## config.mk

```make
export PLATFORM = sky130hd
export DESIGN_NAME = gpl_port_ctrl
export DESIGN_NICKNAME = d
export VERILOG_FILES = /design/src/verilog/gpl_pkg.sv /design/src/verilog/gpl_flasher.sv /design/src/verilog/gpl_port_ctrl.sv
export SDC_FILE = /design/constraint.sdc
export NUM_CORES = 1
export LEC_CHECK = 0
export CORE_MARGIN = 3
export CORE_UTILIZATION = 50
export CTS_CLUSTER_SIZE = 14
export DETAILED_ROUTE_END_ITERATION = 8
export DONT_BUFFER_PORTS = 1
export GPL_ROUTABILITY_DRIVEN = 0
export PLACE_DENSITY = 0.68
export SYNTH_ARGS = -nofsm -noshare
export SYNTH_HDL_FRONTEND = slang
export SYNTH_SLANG_ARGS = --single-unit
```

## constraint.sdc

```tcl
create_clock -name mclk -period 4.1 [get_ports mclk]
set_input_delay 0.615 -clock mclk [delete_from_list [all_inputs] [get_ports mclk]]
set_output_delay 0.615 -clock mclk [all_outputs]
set_load 0.01 [all_outputs]
```

## src/verilog/gpl_pkg.sv

```systemverilog
package gpl_pkg;

	// ----------------------------------------------------------------
	// Frame length limits
	// ----------------------------------------------------------------
	localparam logic [13:0] GPL_MIN_FRAME_LEN = 14'h003C;
	localparam logic [13:0] GPL_STD_FRAME_LEN = 14'h060C;
	localparam logic [13:0] GPL_JUMBO_FRAME_LEN = 14'h2710;
	localparam logic [13:0] GPL_COMMON_FRAME_LEN = 14'h05EE;

	// ----------------------------------------------------------------
	// Pause frame recognition
	// ----------------------------------------------------------------
	localparam logic [15:0] GPL_MAC_CTRL_TYPE = 16'h8808;
	localparam logic [15:0] GPL_PAUSE_OPCODE = 16'h0001;
	localparam logic [3:0] GPL_TYPE_HI_IDX = 4'hC;
	localparam logic [3:0] GPL_TYPE_LO_IDX = 4'hD;
	localparam logic [3:0] GPL_OPC_HI_IDX = 4'hE;
	localparam logic [3:0] GPL_OPC_LO_IDX = 4'hF;

	// ----------------------------------------------------------------
	// Indicator timing
	// ----------------------------------------------------------------
	localparam int GPL_CLK_HZ = 40000000;
	localparam int GPL_FLASH_MS = 50;
	localparam int GPL_FLASH_CYC = GPL_CLK_HZ / 1000 * GPL_FLASH_MS;

	// ----------------------------------------------------------------
	// Administrative state and indicator colour
	// ----------------------------------------------------------------
	typedef enum logic [1:0] {
		GPL_ADM_IN_SVC = 2'h0,
		GPL_ADM_OUT_SVC = 2'h1,
		GPL_ADM_AUTO_SVC = 2'h2,
		GPL_ADM_MAINT = 2'h3
	} gpl_admin_t;

	typedef enum logic [1:0] {
		GPL_LED_OFF = 2'h0,
		GPL_LED_AMBER = 2'h1,
		GPL_LED_GREEN = 2'h2
	} gpl_led_t;

	// Negotiated flow-control outcome
	typedef struct packed {
		logic done;
		logic partner_aneg;
		logic asym_pause;
	} gpl_neg_t;

	// Byte stream beat
	typedef struct packed {
		logic valid;
		logic sof;
		logic eof;
		logic crc_err;
		logic [7:0] data;
	} gpl_beat_t;

	// Provisioning settings
	typedef struct packed {
		gpl_admin_t state;
		logic enable;
		logic loopback;
		logic fc_neg_en;
		logic jumbo;
	} gpl_prov_t;

endpackage : gpl_pkg

```

## src/verilog/gpl_flasher.sv

```systemverilog
`timescale 1ns/1ps
module gpl_flasher
	import gpl_pkg::*;
#(
	parameter int FLASH_CYC = GPL_FLASH_CYC
) (
	// Clock and reset
	input wire logic mclk,
	input wire logic resetn,
	// Activity in, blink out
	input wire logic activity,
	output logic blink
);

	logic [31:0] cnt_r, cnt_nxt;
	logic busy_r, busy_nxt;
	logic blink_r, blink_nxt;

	// ----------------------------------------------------------------
	// Flash timing
	// ----------------------------------------------------------------
	// Each period with traffic toggles; more frames keep it toggling,
	// so busy ports flash steadily and sparse ports flash sparsely.
	always_comb begin
		cnt_nxt = cnt_r + 32'h1;
		busy_nxt = busy_r | activity;
		blink_nxt = blink_r;
		if (cnt_r >= 32'(FLASH_CYC - 1)) begin
			cnt_nxt = 32'h0;
			busy_nxt = activity;
			blink_nxt = busy_r ? ~blink_r : 1'b0;
		end
	end

	always_ff @(posedge mclk or negedge resetn) begin
		if (!resetn) begin
			cnt_r <= 32'h0;
			busy_r <= 1'b0;
			blink_r <= 1'b0;
		end else begin
			cnt_r <= cnt_nxt;
			busy_r <= busy_nxt;
			blink_r <= blink_nxt;
		end
	end

	assign blink = blink_r;

endmodule : gpl_flasher

```

## src/verilog/gpl_port_ctrl.sv

```systemverilog
`timescale 1ns/1ps
module gpl_port_ctrl
	import gpl_pkg::*;
#(
	parameter int FLASH_CYC = GPL_FLASH_CYC,
	parameter int CNT_W = 32
) (
	// Clock and reset
	input wire logic mclk,
	input wire logic resetn,
	// Provisioning and card status
	input wire gpl_prov_t prov,
	input wire logic sw_operational,
	// Link status
	input wire logic phy_link_up,
	input wire logic phy_signal_ok,
	input wire logic path_fail_local,
	input wire logic path_fail_remote,
	input wire logic circuit_up,
	input wire gpl_neg_t neg_result,
	input wire logic rx_buf_near_full,
	// Received stream from the attached device
	input wire gpl_beat_t rx_in,
	// Forwarded stream toward the transport path
	output gpl_beat_t fwd_out,
	output logic fwd_commit,
	output logic fwd_discard,
	// Laser and path signalling
	output logic laser_tx_en,
	output logic path_fail_to_remote,
	// Flow control
	output logic pause_tx_req,
	output logic fc_active,
	output gpl_neg_t neg_status,
	// Indicators
	output gpl_led_t port_link_traffic_indicator,
	output logic card_failure_indicator,
	output logic card_active_indicator,
	output logic alarm_suppress,
	output logic loopback_permit,
	output logic in_service,
	// Statistics
	output logic [CNT_W-1:0] stat_rx_good,
	output logic [CNT_W-1:0] stat_rx_drop,
	output logic [CNT_W-1:0] stat_rx_pause
);

	// ----------------------------------------------------------------
	// Administrative state
	// ----------------------------------------------------------------
	logic auto_done_r, auto_done_nxt;
	logic pass_ok;

	always_comb begin
		auto_done_nxt = auto_done_r;
		if (prov.state != GPL_ADM_AUTO_SVC)
			auto_done_nxt = 1'b0;
		else if (phy_signal_ok && phy_link_up)
			auto_done_nxt = 1'b1;
	end

	always_ff @(posedge mclk or negedge resetn) begin
		if (!resetn)
			auto_done_r <= 1'b0;
		else
			auto_done_r <= auto_done_nxt;
	end

	always_comb begin
		unique case (prov.state)
			GPL_ADM_IN_SVC: in_service = 1'b1;
			GPL_ADM_OUT_SVC: in_service = 1'b0;
			GPL_ADM_AUTO_SVC: in_service = auto_done_r;
			GPL_ADM_MAINT: in_service = 1'b1;
		endcase
	end

	assign alarm_suppress = (prov.state == GPL_ADM_MAINT);
	assign loopback_permit = (prov.state == GPL_ADM_MAINT);

	// ----------------------------------------------------------------
	// Link integrity
	// ----------------------------------------------------------------
	logic local_fail;
	logic laser_r, laser_nxt;
	logic pfr_r, pfr_nxt;

	// disable or loopback is a failure
	assign local_fail = !prov.enable || prov.loopback || path_fail_local;
	assign pass_ok = in_service && !local_fail && !path_fail_remote &&
		circuit_up && phy_link_up;

	always_comb begin
		laser_nxt = !(local_fail || path_fail_remote);
		pfr_nxt = local_fail;
	end

	always_ff @(posedge mclk or negedge resetn) begin
		if (!resetn) begin
			laser_r <= 1'b0;
			pfr_r <= 1'b1;
		end else begin
			laser_r <= laser_nxt;
			pfr_r <= pfr_nxt;
		end
	end

	assign laser_tx_en = laser_r;
	assign path_fail_to_remote = pfr_r;

	// ----------------------------------------------------------------
	// Flow control
	// ----------------------------------------------------------------
	gpl_neg_t neg_r, neg_nxt;
	logic pause_r, pause_nxt;

	always_comb begin
		neg_nxt = neg_r;
		if (neg_result.done)
			neg_nxt = neg_result;
	end

	assign fc_active = prov.fc_neg_en && neg_r.done && neg_r.partner_aneg &&
		neg_r.asym_pause;

	always_comb begin
		pause_nxt = fc_active && rx_buf_near_full;
	end

	always_ff @(posedge mclk or negedge resetn) begin
		if (!resetn) begin
			neg_r <= '0;
			pause_r <= 1'b0;
		end else begin
			neg_r <= neg_nxt;
			pause_r <= pause_nxt;
		end
	end

	assign neg_status = neg_r;
	assign pause_tx_req = pause_r;

	// ----------------------------------------------------------------
	// Frame filter
	// ----------------------------------------------------------------
	// Data is forwarded beat by beat; the verdict comes on the eof beat,
	// so the transport side must hold a frame until commit or discard.
	logic [13:0] len_r, len_nxt;
	logic [15:0] etype_r, etype_nxt;
	logic [15:0] opc_r, opc_nxt;
	logic [13:0] max_len;
	logic [13:0] cur_len;
	logic is_pause;
	logic bad;
	gpl_beat_t fwd_r, fwd_nxt;
	logic commit_r, commit_nxt;
	logic discard_r, discard_nxt;
	logic pause_seen;

	assign max_len = prov.jumbo ? GPL_JUMBO_FRAME_LEN : GPL_STD_FRAME_LEN;
	assign cur_len = rx_in.sof ? 14'h1 : (len_r + 14'h1);

	always_comb begin
		len_nxt = len_r;
		etype_nxt = etype_r;
		opc_nxt = opc_r;
		if (rx_in.valid) begin
			if (len_r != 14'h3FFF || rx_in.sof)
				len_nxt = cur_len;
			if (cur_len == 14'(GPL_TYPE_HI_IDX) + 14'h1)
				etype_nxt[15:8] = rx_in.data;
			if (cur_len == 14'(GPL_TYPE_LO_IDX) + 14'h1)
				etype_nxt[7:0] = rx_in.data;
			if (cur_len == 14'(GPL_OPC_HI_IDX) + 14'h1)
				opc_nxt[15:8] = rx_in.data;
			if (cur_len == 14'(GPL_OPC_LO_IDX) + 14'h1)
				opc_nxt[7:0] = rx_in.data;
		end
	end

	assign is_pause = (etype_r == GPL_MAC_CTRL_TYPE) && (opc_r == GPL_PAUSE_OPCODE);
	assign bad = rx_in.crc_err || (cur_len < GPL_MIN_FRAME_LEN) || (cur_len > max_len);

	always_comb begin
		fwd_nxt = '0;
		commit_nxt = 1'b0;
		discard_nxt = 1'b0;
		pause_seen = 1'b0;
		if (rx_in.valid && pass_ok) begin
			fwd_nxt = rx_in;
			if (rx_in.eof) begin
				pause_seen = is_pause;
				commit_nxt = !bad && !is_pause;
				discard_nxt = bad || is_pause;
			end
		end else if (rx_in.valid && rx_in.eof) begin
			discard_nxt = 1'b1;
		end
	end

	always_ff @(posedge mclk or negedge resetn) begin
		if (!resetn) begin
			len_r <= 14'h0;
			etype_r <= 16'h0000;
			opc_r <= 16'h0000;
			fwd_r <= '0;
			commit_r <= 1'b0;
			discard_r <= 1'b0;
		end else begin
			len_r <= len_nxt;
			etype_r <= etype_nxt;
			opc_r <= opc_nxt;
			fwd_r <= fwd_nxt;
			commit_r <= commit_nxt;
			discard_r <= discard_nxt;
		end
	end

	assign fwd_out = fwd_r;
	assign fwd_commit = commit_r;
	assign fwd_discard = discard_r;

	// ----------------------------------------------------------------
	// Statistics
	// ----------------------------------------------------------------
	logic [CNT_W-1:0] good_r, good_nxt;
	logic [CNT_W-1:0] drop_r, drop_nxt;
	logic [CNT_W-1:0] pcnt_r, pcnt_nxt;

	always_comb begin
		good_nxt = good_r + CNT_W'(commit_nxt);
		drop_nxt = drop_r + CNT_W'(discard_nxt && !pause_seen);
		pcnt_nxt = pcnt_r + CNT_W'(pause_seen);
	end

	// Only reset clears them; prov only decides which counter each frame lands in, never clears
	always_ff @(posedge mclk or negedge resetn) begin
		if (!resetn) begin
			good_r <= '0;
			drop_r <= '0;
			pcnt_r <= '0;
		end else begin
			good_r <= good_nxt;
			drop_r <= drop_nxt;
			pcnt_r <= pcnt_nxt;
		end
	end

	assign stat_rx_good = good_r;
	assign stat_rx_drop = drop_r;
	assign stat_rx_pause = pcnt_r;

	// ----------------------------------------------------------------
	// Indicators
	// ----------------------------------------------------------------
	logic blink;
	gpl_led_t led_r, led_nxt;
	logic fail_r, fail_nxt;

	gpl_flasher #(
		.FLASH_CYC(FLASH_CYC)
	) u_flash (
		.mclk(mclk),
		.resetn(resetn),
		.activity(fwd_r.valid),
		.blink(blink)
	);

	always_comb begin
		fail_nxt = !sw_operational;
		if (!phy_link_up)
			led_nxt = GPL_LED_OFF;
		else if (!pass_ok)
			led_nxt = GPL_LED_AMBER;
		else if (blink)
			led_nxt = GPL_LED_OFF;
		else
			led_nxt = GPL_LED_GREEN;
	end

	always_ff @(posedge mclk or negedge resetn) begin
		if (!resetn) begin
			led_r <= GPL_LED_OFF;
			fail_r <= 1'b1;
		end else begin
			led_r <= led_nxt;
			fail_r <= fail_nxt;
		end
	end

	assign card_failure_indicator = fail_r;
	assign card_active_indicator = !fail_r;
	assign port_link_traffic_indicator = led_r;

endmodule : gpl_port_ctrl

```

==> results.md <==
* Status: finished, violations left
* Violations in the final reports: hold timing
* Post-synth EDFFs at 0
* Critical Path Start Type: register
* Number of cell rows at 48
* Initial antenna violation count at 0
* Vias at 5841
* Post-layout minimum cycle time at approximately 3.9 ns
* Total Wirelength at 18.30 mm
* Initial Util at 0.5124
* Worst path depth at 18
* DRC errors left at 0
* CP Capture Type: register
* Worst reg2reg setup slack at 0.23 ns
* F_max at between 0.2 and 0.3 GHz
* First-pass GRT wire length at 30.24 mm
* Drt initial violations at 348
* Filler Cell Count at about 1500
* CP delay by family, top: simple AND/OR/NAND/NOR gates
* Synth warn at 0
* Endpoints failing hold at 198
* CTS tree: built
* CTS Buffer Depth at 2
* Slew @ Worst Pin at 0.8472 ns
* Num CTS Buffers at 17
* Clock sinks at 200
* Final period util at 0.9447
* Worst path bufs/invs at 1
* Worst-path maximum fanout at 6
* RSZ-0062 raised after global routing: true
* Die area at 19360 µm²
* Fin. max-slew vios at 0
* Setup TNS at 0 ns
* Share of cells above drive strength 1 at 0.1422
* Distinct cells, synth at 50
* Layout Utilization at 0.5688
* Gr ovfl total at 0
* Largest net degree at the start of global routing at roughly 200
* Core area at approximately 17000 µm²
* Cell Chain, Critical Path: ha_1 > nand4_1 > nor2_1 > xnor2_1 > nor2_1 > ha_1 > and4_1 > nand3_1 > or4_1 > a211oi_1 > nor2b_2 > ha_2 > ha_2 > nand3_1 > nor2_1 > buf_4 > nand3_1 > xnor2_1
* Syn Inst Count at 787
* Routed len/inst at about 18 µm
* Worst-path clk slew at around 0.080 ns
* NumNets Final at 849
* Worst-skew pair later-pin latency at 0.43 ns
* Mean Syn Cell Area at 11.26 µm²
* Slew headroom at 0.4290
* CP max-delay cell: dfrtp_1
* Setup Viol. Count Final at 0
* Reg2Reg Depth at 18
* Hold Crit Class: in2async
* I/O pin count at 154
* Cell chosen for the clock root: clkbuf_16
* Via-to-Cell Ratio at about 5.6
* Detailed Place HPWL at 12.94 mm
* Critical path arrival at ~4.2 ns
* Antenna diodes at 0
* PortBufs at 0
* Ys flop type: dfrtp_1
* GR Util All Layers at 0.1891
* WP data required at 4.40 ns
* Setup Crit Path Kind: reg2reg
* Leak pwr at roughly 4.5 nW
* Async set-or-reset flop fraction in the synthesized netlist at 1.000
* H-tree depth at 4
* Clock skew at 0.01183 ns
* DRT antenna net count at 0
* Peak VDD IR at 309.1 µV
* Vias in the first global route at 6021
* Die Ht at roughly 140 µm
* Die Wd at 139.1 µm
* Max_cap viols at 0
* Sequential area share after synthesis at 0.5649
* WHS at -0.1287 ns
* Syn Std Cell Area at about 8900 µm²
* Yosys reg bits at 200
* Power Dens Cells at ~400 nW/µm²
* Area grow syn2layout at 11.00%
* Initial DRT Pass Iterations at 5
* CP max stage delay at 0.41 ns
[repair_timing]
item	4_1_cts	5_1_grt
setup endpoints to repair	0	46
gates resized for setup	0	20
setup buffers	0	3
hold endpoints to repair	198	198
[power breakdown]
group / leakage [nW] / internal [W] / switching, W
combinational: 1.48 / 0.000103 / 0.0000969
clock: 0.281 / 0.000813 / 0.000803
sequential: 2.71 / 0.00205 / 0.0000982
[final cells by class]
| type | count | area [µm²] | area share |
|---|---|---|---|
| multi-input cells | 552 | 3776 | 0.3838 |
| flip-flops and latches | 200 | 5012 | 0.5095 |
| inverters | 16 | 60.06 | 0.006105 |
| clock buffers | 17 | 425.4 | 0.04324 |
| repair buffers | 17 | 127.6 | 0.01297 |
| clock inverters | 14 | 155.1 | 0.01577 |
| well taps | 225 | 281.5 | 0.02862 |
[sequential cells by signal (all words and copies together) (netlist names), 2 cells and up]
signal	count
len_r	14
etype_r	16
stat_rx_drop	32
u_flash.cnt_r	32
neg_status	3
fwd_out	12
port_link_traffic_indicator	2
stat_rx_pause	32
stat_rx_good	32
opc_r	16
[per-layer routing]
layer  up-vias  GRT usage  wire length [µm]
li1       2733          -                 -
met1      2947     0.2366              7489
met3        19    0.05345              1027
met5         -          0                 0
met4         0    0.04995               223
met2       142     0.3250              9557
[Yosys cell counts (all sizes together) (5+ instances only)]
cell / n / area, µm²
mux2: 37 / 416.7
o31ai: 10 / 75.07
nor2b: 8 / 50.05
and3: 26 / 162.7
nor4b: 5 / 58.80
nor4: 11 / 68.82
nor2: 75 / 281.5
dfrtp: 198 / 4955
inv: 16 / 60.06
and4: 11 / 96.34
clkbuf: 16 / 60.06
o21ai: 15 / 75.07
nor3: 10 / 55.05
a21oi: 7 / 35.03
nand3: 46 / 235.2
nand2: 66 / 247.7
nand4: 27 / 183.9
and2: 17 / 106.4
xnor2: 81 / 709.4
buf: 13 / 65.05
ha: 15 / 187.7
o41ai: 5 / 51.30
xor2: 38 / 332.8
[through the flow]
step	instance area (µm²)	power (W)	cells	setup WS, ns
finish	9838	0.003967	1041	0.2266
global route	9838	0.004125	1041	-0.03946
CTS	9751	0.004002	1038	0.005849
detailed placement	9170	0.002379	1007	0.006704
global placement	9170	0.002365	1007	0.1693
floorplan	8902	0.002308	797	0.05978
[final timing paths]
kind / startpoint / endpoint
min reg2reg: u_flash.cnt_r[0]$_DFF_PN0_ / u_flash.cnt_r[0]$_DFF_PN0_
max in group asynchronous: resetn / card_failure_indicator$_DFF_PN1_
min in group mclk: sw_operational / card_failure_indicator$_DFF_PN1_
min: resetn / stat_rx_good[21]$_DFF_PN0_
max: len_r[0]$_DFFE_PN0P_ / stat_rx_good[28]$_DFF_PN0_
max reg2reg: len_r[0]$_DFFE_PN0P_ / stat_rx_good[28]$_DFF_PN0_
[kinds of logic (layout without fill, tap and decap cells)]
logic type      Yosys count  count (layout)  synth area share
buf+inv                  45              64           0.02089
xor+xnor                119             119            0.1176
simple gates            315             315            0.1844
flops                   200             200            0.5649
fa+ha+maj                15              15           0.02117
compound gates           55              55           0.04362
other cells               1              11         0.0004231
mux                      37              37           0.04701
[placed cells by master (no fill, tap or decap), drive strengths merged, types with 8 or more instances in the layout]
cell,instances
and4,11
buf,17
nor4,11
o21ai,15
nor2b,8
mux2,37
clkbuf,17
nand2,66
conb,11
nand4,27
inv,22
and2,17
nor3,10
ha,15
o31ai,10
and3,26
dfrtp,198
xnor2,81
nand3,46
nor2,75
xor2,38
Power figures use the tool's default switching activity.
